$ cat config.mk
export PLATFORM = sky130hd
export DESIGN_NAME = adrtc_top
export DESIGN_NICKNAME = d
export VERILOG_FILES = /design/src/adrtc_prescaler.v /design/src/adrtc_trig_edge.v /design/src/adrtc_top.v
export VERILOG_INCLUDE_DIRS = /design/src
export SDC_FILE = /design/constraint.sdc
export NUM_CORES = 1
export LEC_CHECK = 0
export BUFFER_PORTS_ARGS = -buffer_cell sky130_fd_sc_hd__buf_2
export CORE_UTILIZATION = 45
export CTS_CLUSTER_SIZE = 16
export DETAILED_ROUTE_END_ITERATION = 6
export GPL_TIMING_DRIVEN = 0
export PLACE_DENSITY = 0.79
export SLEW_MARGIN = 10
export SYNTH_ARGS = -nofsm -noshare
export SYNTH_HDL_FRONTEND = slang
export SYNTH_SLANG_ARGS = --single-unit
$ cat constraint.sdc
create_clock -name aclk -period 2.84 [get_ports aclk]
set_clock_uncertainty 0.1 [all_clocks]
set_input_delay 0 -clock aclk [delete_from_list [all_inputs] [get_ports aclk]]
set_output_delay 0 -clock aclk [all_outputs]
set_load 0.05 [all_outputs]
$ cat src/adrtc_consts.vh
`ifndef ADRTC_CONSTS_VH
`define ADRTC_CONSTS_VH

// Register indices; byte address is four times the index
`define ADRTC_IDX_RES_LO    10'h004
`define ADRTC_IDX_RES_HI    10'h005
`define ADRTC_IDX_CTRL      10'h006
`define ADRTC_IDX_MUX       10'h007
`define ADRTC_IDX_TRIG      10'h08E
`define ADRTC_IDX_IRQ_STAT  10'h020
`define ADRTC_IDX_IRQ_MASK  10'h021

// Control register fields
`define ADRTC_CTRL_EN       7
`define ADRTC_CTRL_START    6
`define ADRTC_CTRL_AUTO     5
`define ADRTC_CTRL_FLAG     4
`define ADRTC_CTRL_IE       3

// Mux register fields
`define ADRTC_MUX_LJ        5

// Reset values
`define ADRTC_RST_BYTE      8'h00
`define ADRTC_RST_RESULT    10'h000

// Conversion lengths in converter clock cycles
`define ADRTC_CONV_NORMAL   5'h0D
`define ADRTC_CONV_FIRST    5'h19

// Differential channel codes span this range of the channel select
`define ADRTC_DIFF_LO       5'h08
`define ADRTC_DIFF_HI       5'h1D

// AXI responses
`define ADRTC_RESP_OKAY     2'h0
`define ADRTC_RESP_SLVERR   2'h2

`endif

$ cat src/adrtc_prescaler.v
`timescale 1ns/10ps
`default_nettype none
module adrtc_prescaler #(
   parameter CW = 7
) (
   // Clock and reset
   input  wire         aclk,
   input  wire         aresetn,
   // Divider control
   input  wire [2:0]   clock_divider_select,
   output reg          tick_r
);
   reg [CW-1:0] cnt_r;
   reg [CW-1:0] limit;

   // Codes 0 and 1 both divide by two
   always @*
   begin
      case (clock_divider_select)
         3'h0, 3'h1: limit = 7'h01;
         3'h2:       limit = 7'h03;
         3'h3:       limit = 7'h07;
         3'h4:       limit = 7'h0F;
         3'h5:       limit = 7'h1F;
         3'h6:       limit = 7'h3F;
         default:    limit = 7'h7F;
      endcase
   end

   always @(posedge aclk)
   begin
      if (!aresetn)
      begin
         cnt_r  <= {CW{1'b0}};
         tick_r <= 1'b0;
      end
      else if (cnt_r >= limit)
      begin
         cnt_r  <= {CW{1'b0}};
         tick_r <= 1'b1;
      end
      else
      begin
         cnt_r  <= cnt_r + 7'h01;
         tick_r <= 1'b0;
      end
   end
endmodule // adrtc_prescaler
`default_nettype wire

$ cat src/adrtc_trig_edge.v
`timescale 1ns/10ps
`default_nettype none
module adrtc_trig_edge (
   // Clock and reset
   input  wire         aclk,
   input  wire         aresetn,
   // Flags and selection
   input  wire [7:1]   trig_flags,
   input  wire [2:0]   trigger_source,
   output wire         rise
);
   reg  prev_r;
   // Free running contributes a constant low, so selecting it never makes an edge
   wire sel = (trigger_source == 3'h0) ? 1'b0 : trig_flags[trigger_source];

   // Compare with last cycle's selected value, so a source switch can be an edge
   always @(posedge aclk)
   begin
      if (!aresetn)
         prev_r <= 1'b0;
      else
         prev_r <= sel;
   end

   assign rise = sel & ~prev_r;
endmodule // adrtc_trig_edge
`default_nettype wire

$ cat src/adrtc_top.v
`timescale 1ns/10ps
`default_nettype none
`include "adrtc_consts.vh"
module adrtc_top #(
   parameter AW = 12
) (
   // Clock and reset
   input  wire          aclk,
   input  wire          aresetn,
   // AXI4-Lite write address
   input  wire [AW-1:0] s_axi_awaddr,
   input  wire          s_axi_awvalid,
   output reg           s_axi_awready,
   // AXI4-Lite write data
   input  wire [31:0]   s_axi_wdata,
   input  wire [3:0]    s_axi_wstrb,
   input  wire          s_axi_wvalid,
   output reg           s_axi_wready,
   // AXI4-Lite write response
   output reg  [1:0]    s_axi_bresp,
   output reg           s_axi_bvalid,
   input  wire          s_axi_bready,
   // AXI4-Lite read
   input  wire [AW-1:0] s_axi_araddr,
   input  wire          s_axi_arvalid,
   output reg           s_axi_arready,
   output reg  [31:0]   s_axi_rdata,
   output reg  [1:0]    s_axi_rresp,
   output reg           s_axi_rvalid,
   input  wire          s_axi_rready,
   // Processor side
   input  wire          global_irq_enable,
   input  wire          irq_ack,
   output reg           irq,
   // Trigger flags from comparator, external interrupt and timers
   input  wire [7:1]    trig_flags,
   // Analog core
   input  wire [9:0]    analog_result,
   output reg           sample_start,
   output reg  [4:0]    channel_select_out,
   output reg           converter_on
);
   // Register state
   reg        converter_enable_r;
   reg        auto_trigger_enable_r;
   reg        completion_flag_r;
   reg        completion_irq_enable_r;
   reg [2:0]  clock_divider_select_r;
   reg        left_justify_r;
   reg [4:0]  channel_select_r;
   reg [1:0]  refsel_r;
   reg [2:0]  trigger_source_r;
   reg        irq_mask_r;
   reg [9:0]  result_r;
   reg        read_lock_r;
   // Conversion state
   localparam ST_IDLE = 1'b0;
   localparam ST_CONV = 1'b1;
   reg        state_r;
   reg [4:0]  cnt_r;
   reg [4:0]  conv_len_r;
   reg        first_r;
   reg        diff_r;
   // Bus state
   reg          aw_held_r;
   reg          w_held_r;
   reg [AW-1:0] awaddr_r;
   reg [7:0]    wdata_r;
   reg          wstrb0_r;

   wire tick;
   wire trig_rise;

   adrtc_prescaler #(.CW(7)) u_presc (
      .aclk                 (aclk),
      .aresetn              (aresetn),
      .clock_divider_select (clock_divider_select_r),
      .tick_r               (tick)
   );

   adrtc_trig_edge u_edge (
      .aclk           (aclk),
      .aresetn        (aresetn),
      .trig_flags     (trig_flags),
      .trigger_source (trigger_source_r),
      .rise           (trig_rise)
   );

   // Bus decode
   wire [9:0] widx   = awaddr_r[11:2];
   wire [9:0] ridx   = s_axi_araddr[11:2];
   wire       wr_go  = aw_held_r & w_held_r & ~s_axi_bvalid;
   wire       wr_en  = wr_go & wstrb0_r;
   wire       rd_go  = s_axi_arvalid & s_axi_arready;
   wire       busy   = (state_r == ST_CONV);

   wire wr_ctrl  = wr_en & (widx == `ADRTC_IDX_CTRL);
   wire wr_mux   = wr_en & (widx == `ADRTC_IDX_MUX);
   wire wr_trig  = wr_en & (widx == `ADRTC_IDX_TRIG);
   wire wr_stat  = wr_en & (widx == `ADRTC_IDX_IRQ_STAT);
   wire wr_mask  = wr_en & (widx == `ADRTC_IDX_IRQ_MASK);

   wire w_map = (widx == `ADRTC_IDX_CTRL) | (widx == `ADRTC_IDX_MUX) |
                (widx == `ADRTC_IDX_TRIG) | (widx == `ADRTC_IDX_IRQ_STAT) |
                (widx == `ADRTC_IDX_IRQ_MASK) | (widx == `ADRTC_IDX_RES_LO) |
                (widx == `ADRTC_IDX_RES_HI);

   // Result presentation follows the justification bit combinationally
   wire [7:0] res_lo = left_justify_r ? {result_r[1:0], 6'h00}
                                      : result_r[7:0];
   wire [7:0] res_hi = left_justify_r ? result_r[9:2]
                                      : {6'h00, result_r[9:8]};
   wire [7:0] ctrl_rd = {converter_enable_r, busy, auto_trigger_enable_r,
                         completion_flag_r, completion_irq_enable_r,
                         clock_divider_select_r};

   reg [7:0] rd_byte;
   reg       rd_ok;
   always @*
   begin
      rd_ok   = 1'b1;
      rd_byte = 8'h00;
      case (ridx)
         `ADRTC_IDX_RES_LO:   rd_byte = res_lo;
         `ADRTC_IDX_RES_HI:   rd_byte = res_hi;
         `ADRTC_IDX_CTRL:     rd_byte = ctrl_rd;
         `ADRTC_IDX_MUX:      rd_byte = {refsel_r, left_justify_r, channel_select_r};
         `ADRTC_IDX_TRIG:     rd_byte = {5'h00, trigger_source_r};
         `ADRTC_IDX_IRQ_STAT: rd_byte = {7'h00, completion_flag_r};
         `ADRTC_IDX_IRQ_MASK: rd_byte = {7'h00, irq_mask_r};
         default:             rd_ok   = 1'b0;
      endcase
   end

   // Start sources; writes of zero to the start bit do nothing
   wire sw_start   = wr_ctrl & wdata_r[`ADRTC_CTRL_START];
   wire en_nxt     = wr_ctrl ? wdata_r[`ADRTC_CTRL_EN] : converter_enable_r;
   wire auto_start = auto_trigger_enable_r & trig_rise;
   wire conv_done  = busy & tick & (cnt_r == conv_len_r - 5'h01);
   wire free_run   = auto_trigger_enable_r & (trigger_source_r == 3'h0) & conv_done;
   wire start_req  = en_nxt & (sw_start | auto_start | free_run);
   wire is_diff    = (channel_select_r >= `ADRTC_DIFF_LO) &
                     (channel_select_r <= `ADRTC_DIFF_HI);

   // Conversion engine
   always @(posedge aclk)
   begin
      if (!aresetn)
      begin
         state_r      <= ST_IDLE;
         cnt_r        <= 5'h00;
         conv_len_r   <= `ADRTC_CONV_NORMAL;
         first_r      <= 1'b1;
         diff_r       <= 1'b0;
         sample_start <= 1'b0;
      end
      else
      begin
         sample_start <= 1'b0;
         if (!en_nxt)
         begin
            // Turning off aborts any conversion and rearms the long first one
            state_r <= ST_IDLE;
            first_r <= 1'b1;
         end
         else if (start_req & (~busy | conv_done))
         begin
            state_r      <= ST_CONV;
            cnt_r        <= 5'h00;
            conv_len_r   <= first_r ? `ADRTC_CONV_FIRST : `ADRTC_CONV_NORMAL;
            first_r      <= 1'b0;
            diff_r       <= is_diff;
            sample_start <= 1'b1;
         end
         else if (conv_done)
            state_r <= ST_IDLE;
         else if (busy & tick)
            cnt_r <= cnt_r + 5'h01;
      end
   end

   // Result capture and read lock
   wire rd_lo = rd_go & (ridx == `ADRTC_IDX_RES_LO);
   wire rd_hi = rd_go & (ridx == `ADRTC_IDX_RES_HI);
   always @(posedge aclk)
   begin
      if (!aresetn)
      begin
         result_r    <= `ADRTC_RST_RESULT;
         read_lock_r <= 1'b0;
      end
      else
      begin
         // A result finishing while locked is dropped, keeping the byte pair coherent
         if (conv_done & ~read_lock_r)
            result_r <= diff_r ? {~analog_result[9], analog_result[8:0]}
                               : analog_result;
         if (rd_hi)
            read_lock_r <= 1'b0;
         else if (rd_lo)
            read_lock_r <= 1'b1;
      end
   end

   // Software registers; hardware set of the flag wins over any clear
   always @(posedge aclk)
   begin
      if (!aresetn)
      begin
         converter_enable_r      <= 1'b0;
         auto_trigger_enable_r   <= 1'b0;
         completion_flag_r       <= 1'b0;
         completion_irq_enable_r <= 1'b0;
         clock_divider_select_r  <= 3'h0;
         left_justify_r          <= 1'b0;
         channel_select_r        <= 5'h00;
         refsel_r                <= 2'h0;
         trigger_source_r        <= 3'h0;
         irq_mask_r              <= 1'b0;
      end
      else
      begin
         if (wr_ctrl)
         begin
            converter_enable_r      <= wdata_r[`ADRTC_CTRL_EN];
            auto_trigger_enable_r   <= wdata_r[`ADRTC_CTRL_AUTO];
            completion_irq_enable_r <= wdata_r[`ADRTC_CTRL_IE];
            clock_divider_select_r  <= wdata_r[2:0];
         end
         if (wr_mux)
         begin
            refsel_r         <= wdata_r[7:6];
            left_justify_r   <= wdata_r[`ADRTC_MUX_LJ];
            channel_select_r <= wdata_r[4:0];
         end
         if (wr_trig)
            trigger_source_r <= wdata_r[2:0];
         if (wr_mask)
            irq_mask_r <= wdata_r[0];
         if (conv_done)
            completion_flag_r <= 1'b1;
         else if (irq_ack | (wr_ctrl & wdata_r[`ADRTC_CTRL_FLAG]) | (wr_stat & wdata_r[0]))
            completion_flag_r <= 1'b0;
      end
   end

   // Outputs
   always @(posedge aclk)
   begin
      if (!aresetn)
      begin
         irq                <= 1'b0;
         channel_select_out <= 5'h00;
         converter_on       <= 1'b0;
      end
      else
      begin
         irq <= completion_flag_r & irq_mask_r & completion_irq_enable_r
                & global_irq_enable;
         channel_select_out <= channel_select_r;
         converter_on       <= converter_enable_r;
      end
   end

   // AXI4-Lite write channels: address and data held independently, answered together
   always @(posedge aclk)
   begin
      if (!aresetn)
      begin
         s_axi_awready <= 1'b0;
         s_axi_wready  <= 1'b0;
         s_axi_bvalid  <= 1'b0;
         s_axi_bresp   <= `ADRTC_RESP_OKAY;
         aw_held_r     <= 1'b0;
         w_held_r      <= 1'b0;
         awaddr_r      <= {AW{1'b0}};
         wdata_r       <= `ADRTC_RST_BYTE;
         wstrb0_r      <= 1'b0;
      end
      else
      begin
         s_axi_awready <= ~aw_held_r & ~(s_axi_awvalid & s_axi_awready) & ~s_axi_bvalid;
         s_axi_wready  <= ~w_held_r & ~(s_axi_wvalid & s_axi_wready) & ~s_axi_bvalid;
         if (s_axi_awvalid & s_axi_awready)
         begin
            aw_held_r <= 1'b1;
            awaddr_r  <= s_axi_awaddr;
         end
         if (s_axi_wvalid & s_axi_wready)
         begin
            w_held_r <= 1'b1;
            wdata_r  <= s_axi_wdata[7:0];
            wstrb0_r <= s_axi_wstrb[0];
         end
         if (wr_go)
         begin
            aw_held_r    <= 1'b0;
            w_held_r     <= 1'b0;
            s_axi_bvalid <= 1'b1;
            s_axi_bresp  <= w_map ? `ADRTC_RESP_OKAY : `ADRTC_RESP_SLVERR;
         end
         else if (s_axi_bvalid & s_axi_bready)
            s_axi_bvalid <= 1'b0;
      end
   end

   // AXI4-Lite read channel
   always @(posedge aclk)
   begin
      if (!aresetn)
      begin
         s_axi_arready <= 1'b0;
         s_axi_rvalid  <= 1'b0;
         s_axi_rdata   <= 32'h00000000;
         s_axi_rresp   <= `ADRTC_RESP_OKAY;
      end
      else if (rd_go)
      begin
         s_axi_arready <= 1'b0;
         s_axi_rvalid  <= 1'b1;
         s_axi_rdata   <= {24'h000000, rd_byte};
         s_axi_rresp   <= rd_ok ? `ADRTC_RESP_OKAY : `ADRTC_RESP_SLVERR;
      end
      else if (s_axi_rvalid & s_axi_rready)
      begin
         s_axi_rvalid  <= 1'b0;
         s_axi_arready <= 1'b1;
      end
      else if (~s_axi_rvalid)
         s_axi_arready <= 1'b1;
   end
endmodule // adrtc_top
`default_nettype wire

Word level (Yosys, flattened, before mapping)
Cells that the tools add are included.
{ "totals": {"register_bits": 100, "latch_bits": 0, "ramBits": 0, "rom_bits": 0, "in_bits": 86, "output_inout_bits": 49, "wordCells": 167, "mem_count": 0} }
{ "classes": {"add_sub_neg": 3, "n_mul": 0, "div_mod_pow": 0, "n_lt_le_gt_ge": 4, "n_eq_ne": 23, "n_shift": 0, "muxes": 28, "bitwise": 56, "reduce_logical": 16} }
{ "op_table": {"columns": ["op", "n"], "rows": [
  ["$eq A10 B3 Y1 const B", 8],
  ["$pmux W8 S7", 1],
  ["$pmux W7 S6", 1],
  ["$eq A10 B6 Y1 const B", 4],
  ["$and A1 B1 Y1", 35],
  ["$eq A10 B8 Y1 const B", 2],
  ["$mux W5", 4],
  ["$mux W1", 16],
  ["$mux W8", 2],
  ["$or A1 B1 Y1", 11],
  ["$mux W10", 1],
  ["$not A1 Y1", 10],
  ["$reduce_bool A2 Y1", 5],
  ["$reduce_or A2 Y1", 5],
  ["$eq A3 B3 Y1 const B", 3],
  ["$add A7 B1 Y7 const B", 1],
  ["$ge A7 B7 Y1", 1],
  ["$reduce_or A7 Y1", 1],
  ["$eq A3 B2 Y1 const B", 2],
  ["$logic_not A3 Y1", 2],
  ["$add A5 B1 Y5 const B", 1],
  ["$eq A5 B5 Y1", 1],
  ["$ge A5 B4 Y1 const B", 1],
  ["$le A5 B5 Y1 const B", 1],
  ["8 further kinds", 11]
]} }

Longest topological paths before layout
{ "depth": {"word_depth": 11, "ltp_mapped": 8, "ltp_nobuf": 7} }

Hierarchy
From an unflattened synthesis, not the netlist that was laid out.
{ "unflattened": {"hier_cells": 497, "hier_area_um2": 4416.7} }
{ "by_module_without_submodules": {"columns": ["module", "n_inst", "cells_each", "area_per_inst_um2", "seq_area_each_um2"], "rows": [
  ["adrtc_top", 1, 436, 3841.2, 1681.6],
  ["adrtc_prescaler", 1, 50, 467.9, 160.2],
  ["adrtc_trig_edge", 1, 11, 107.6, 20.0]
]} }

Worst setup path after synthesis
No wires, ideal clock.
{ "synth_path": {"path_kind": "register to register", "from": "reg s_axi_bvalid", "to": "reg conv_len_r[2]", "setup_ps": 120, "arrival_ps": 2120, "required_ps": 2620, "path_slack_ps": 501, "path_stages_with_launch": 9, "path_buffers": 3, "synth_period_minus_slack_ps": 2339, "path_cell_list": "dfxtp_1 and4b_1 buf_6 and4_4 buf_2 a32o_1 o211a_1 buf_6 o31a_1"} }
{ "synth_between": {"elab_chain_cells": 10, "word_cells_on_any_way": 11, "classes_between": "mux: 1; bitwise: 9; reduce/logical: 1"} }
{ "synth_lines": {"columns": ["element", "line_no", "rtl"], "rows": [
  ["start, declared", "adrtc_top.v:21", "output reg s_axi_bvalid,"],
  ["start signal, assigned", "adrtc_top.v:272", "s_axi_bvalid <= 1'b0;"],
  ["start signal, assigned", "adrtc_top.v:299", "s_axi_bvalid <= 1'b1;"],
  ["start signal, assigned", "adrtc_top.v:303", "s_axi_bvalid <= 1'b0;"],
  ["$not A1 Y1 (*)", "adrtc_top.v:92", "wire wr_go = aw_held_r & w_held_r & ~s_axi_bvalid;"],
  ["$and A1 B1 Y1 (*)", "adrtc_top.v:92", null],
  ["$and A1 B1 Y1 (*)", "adrtc_top.v:93", "wire wr_en = wr_go & wstrb0_r;"],
  ["$and A1 B1 Y1 (*)", "adrtc_top.v:97", "wire wr_ctrl = wr_en & (widx == `ADRTC_IDX_CTRL);"],
  ["$and A1 B1 Y1", "adrtc_top.v:136", "wire sw_start = wr_ctrl & wdata_r[`ADRTC_CTRL_START];"],
  ["$or A1 B1 Y1 (2 in a row)", "adrtc_top.v:141", "wire start_req = en_nxt & (sw_start | auto_start | free_run);"],
  ["$and A1 B1 Y1", "adrtc_top.v:141", null],
  ["$and A1 B1 Y1", "adrtc_top.v:166", "else if (start_req & (~busy | conv_done))"],
  ["$reduce_and A2 Y1 (no line) (*)", null, null],
  ["end signal, assigned", "adrtc_top.v:152", "conv_len_r <= `ADRTC_CONV_NORMAL;"],
  ["end signal, assigned", "adrtc_top.v:170", "conv_len_r <= first_r ? `ADRTC_CONV_FIRST : `ADRTC_CONV_NORMAL;"],
  ["end, declared", "adrtc_top.v:61", "reg [4:0] conv_len_r;"]
]} }
Every way passes the cells marked *; elsewhere a longest branch is shown, timed or not.
A chain may end at the register's enable or synchronous reset.

Worst setup path after layout
{ "layout_path": {"from": "in s_axi_araddr[10]", "to": "reg s_axi_rdata[2]"} }
{ "layout_between": {"elab_chain_cells": 2, "word_cells_on_any_way": 8, "classes_between": "eq/ne: 7; mux: 1"} }
{ "layout_lines": {"columns": ["element", "line_no", "rtl"], "rows": [
  ["start, declared", "adrtc_top.v:24", "input wire [AW-1:0] s_axi_araddr,"],
  ["$eq A10 B6 Y1 (tied with other cells)", "adrtc_top.v:123", "case (ridx)"],
  ["$pmux W8 S7 (*)", "adrtc_top.v:123", null],
  ["end signal, assigned", "adrtc_top.v:321", "s_axi_rdata <= {24'h000000, rd_byte};"],
  ["end, declared", "adrtc_top.v:27", "output reg [31:0] s_axi_rdata,"]
]} }
Marked as above.

==> run_results.csv <==
group,metric,value,unit
setup_path,critPathRequiredTime,3.05,ns
detailed_routing,wl,11120,µm
run,maxCapViolCount,0,
global_routing,grt_antenna_before_repair,0,
pwr,ir_drop,267.0,µV
setup_path,cpPeakStageDelay,0.63,ns
detailed_routing,wl_per_cell,14.23,µm
clock_network,clk_latency,0.38,ns
setup_path,worst_ep_arrival_time,2.52,ns
layout,fin_nets,743,
synth,synth-edff-count,0,
layout,drive_gt1_share,22.05,%
timing,rsz0062_at_grt,"no",
detailed_routing,drtIter0Drc,223,
clock_network,clk_pin_slew,0.10,ns
clock_network,cts_resized,0,
clock_network,cts_tree,"done",
synth,synth_top_area_cell,"dfxtp_1",
timing,slew_violations,0,
setup_path,startpoint_type,"primary input",
synth,synth_area_leaders,"dfxtp_1 (43%), nand2_1 (6.4%), mux2i_1 (6.2%), buf_4 (4.5%), a21oi_1 (4.3%)",
pwr,p_leak,2.362,nW
pwr,power.total,2.661,mW
setup_path,end_kind,"flop",
floorplanning,chipHeight,100.3,µm
layout,final_cell_mix,"dfxtp_1 (93), buf_2 (79), nand2_1 (74)",
layout,final_common_cell,"dfxtp_1",
global_routing,grt_pass1_wl,17540,µm
synth,async_flop_share,0,%
layout,multiInputGateArea,2238,µm²
detailed_routing,vias,4028,
setup_path,path_class,"in -> reg",
global_routing,grt_pass1_vias,3743,
global_routing,grt.total_usage,22.13,%
synth,seq_area_frac_synth,42.84,%
placement,numPlacedInstances,723,
clock_network,hold_buffers,43,
global_routing,grt-ovfl-total,0,
placement,place.gp.congestion,0.9192,
clock_network,clockBufferDepth,2,
synth,ys_dominant_reg_cell,"dfxtp_1",
floorplanning,start_util,46.81,%
min_path,hold_class,"in -> reg",
detailed_routing,firstDrtPassIters,6,
setup_path,cpMostUsedCell,"dlygate4sd3_1",
detailed_routing,drc_errors,0,
layout,fill_cells,828,
setup_path,crit_fanout,3,
timing,setup_ws,0.5280,ns
synth,synth_cell_types,63,
synth,ys_ff_latch,93,
layout,register_area,1862,µm²
setup_path,crit_family,"buffers and inverters",
layout,instances_no_fill,782,
setup_path,cp_cell_sequence,"dlygate4sd3_1, buf_2, or4b_2, nor4_1, dlygate4sd3_1, a21oi_1, o21ai_0",
timing,hold_ws,0.02121,ns
clock_network,htreeDepth,3,
clock_network,cts_buffers,9,
run_status,status,"completed",
floorplanning,io_pins,135,
clock_network,clock-sinks,93,
setup_path,cp.buffers_inverters,3,
timing,maxSlewHeadroom,57.45,%
detailed_routing,viasPerCell,5.151,
timing,worst_pin_slew,0.6364,ns
timing,finalSetupTns,0,ns
floorplanning,core_area,9284,µm²
synth,yosysWarnings,0,
timing,post-route-period-util,81.41,%
placement,post-dp-hpwl,7934,µm
floorplanning,fp.dieArea,10050,µm²
timing,min_period,2.312,ns
timing,max_freq,432.5,MHz
synth,yosys.area.top_type_share,42.84,%
global_routing,grt_max_degree,18,
floorplanning,die_w,100.3,µm
setup_path,cp_slowest_cell,"dlygate4sd3_1",
floorplanning,rows,35,
synth,synth_area_per_cell,8.796,µm²
clock_network,clockRootBuffer,"clkbuf_8",
layout,insertedDiodeCount,0,
detailed_routing,antenna_left,0,
placement,port_buffers,75,
synth,synth_area,4345,µm²
synth,syn_inst,494,
placement,pre_cts_ws,0.5926,ns
pwr,cellPowerDensity,476.2,nW/µm²
timing,setup_viol,0,
timing,finalHoldViolCount,0,
layout,area_delta_synth_final,28.59,%
clock_network,cts_setup_buffers,0,
cell usage after synthesis, types with 4 or more instances:
cell,count
dfxtp_1,93
nand2_1,74
nor2_1,46
a21oi_1,37
mux2i_1,27
buf_4,26
o21ai_0,14
clkbuf_1,13
and2_1,12
inv_1,11
a211oi_1,10
ha_1,9
nand3_1,9
mux2_2,6
nand2b_1,6
nand4_1,6
nor3_1,6
nor4_1,6
and3_1,5
a21o_1,4
buf_2,4
o31ai_1,4
xnor2_1,4
xor2_1,4
layout make-up:
type / count / share of cell area, %
buffer: 47 / 5.262
clock buffer: 9 / 2.217
timing repair buffer: 118 / 14.42
clock inverter: 7 / 1.030
inverter: 12 / 0.8061
tap: 129 / 2.888
multi-input combinational: 367 / 40.06
sequential: 93 / 33.32
cells by family after synthesis:
family,after synthesis,share of synthesized area [%]
other,1,0.08630
adders and majority gates,9,2.591
buffers and inverters,59,7.803
and+or+nand+nor,194,22.34
muxes,35,8.609
DFF,93,42.84
xor gates and xnor gates,8,1.612
AOI/OAI and AO/OA,95,14.11
through the flow:
stage	instance area, µm²	utilization (%)
2_1_floorplan	4439	-
3_3_place_gp	4976	53.60
3_5_place_dp	4976	53.60
4_1_cts	5588	60.19
5_1_grt	5588	60.19
6_report	5588	60.19
worst min-delay path: stages:
cell and delay, ns:
buf_2 0.08, nand2_1 0.19, nand2_1 0.13, a21oi_1 0.05
sequential cells by signal (all words and copies together) (netlist names), 2 cells and up:
| name | count |
|---|---|
| trigger_source_r | 3 |
| cnt_r | 5 |
| s_axi_rdata | 8 |
| refsel_r | 2 |
| awaddr_r | 10 |
| u_presc.cnt_r | 7 |
| conv_len_r | 2 |
| wdata_r | 8 |
| clock_divider_select_r | 3 |
| channel_select_r | 5 |
| channel_select_out | 5 |
| result_r | 10 |
final timing paths:
check,end,startpoint,slack (ns),cells past startpoint
min reg2reg,s_axi_rdata[6],s_axi_rdata[6],0.36,1
max reg2reg,result_r[0],cnt_r[0],0.60,8
min,awaddr_r[6],s_axi_awvalid,0.02,4
max,s_axi_rdata[2],s_axi_araddr[10],0.53,7
report_power, final:
part           switching (mW)  total (mW)  internal [mW]
combinational           0.255       0.433          0.178
clock                   0.512       0.841          0.329
sequential             0.0392        1.39           1.35
metal layers:
metal,vias up,track usage (%),wire [µm]
li1,1992,-,-
met1,1857,27.63,4728
met2,158,38.20,5553
met3,21,4.875,682
met4,0,6.466,160
met5,-,0,0
Power figures use the tool's default switching activity.
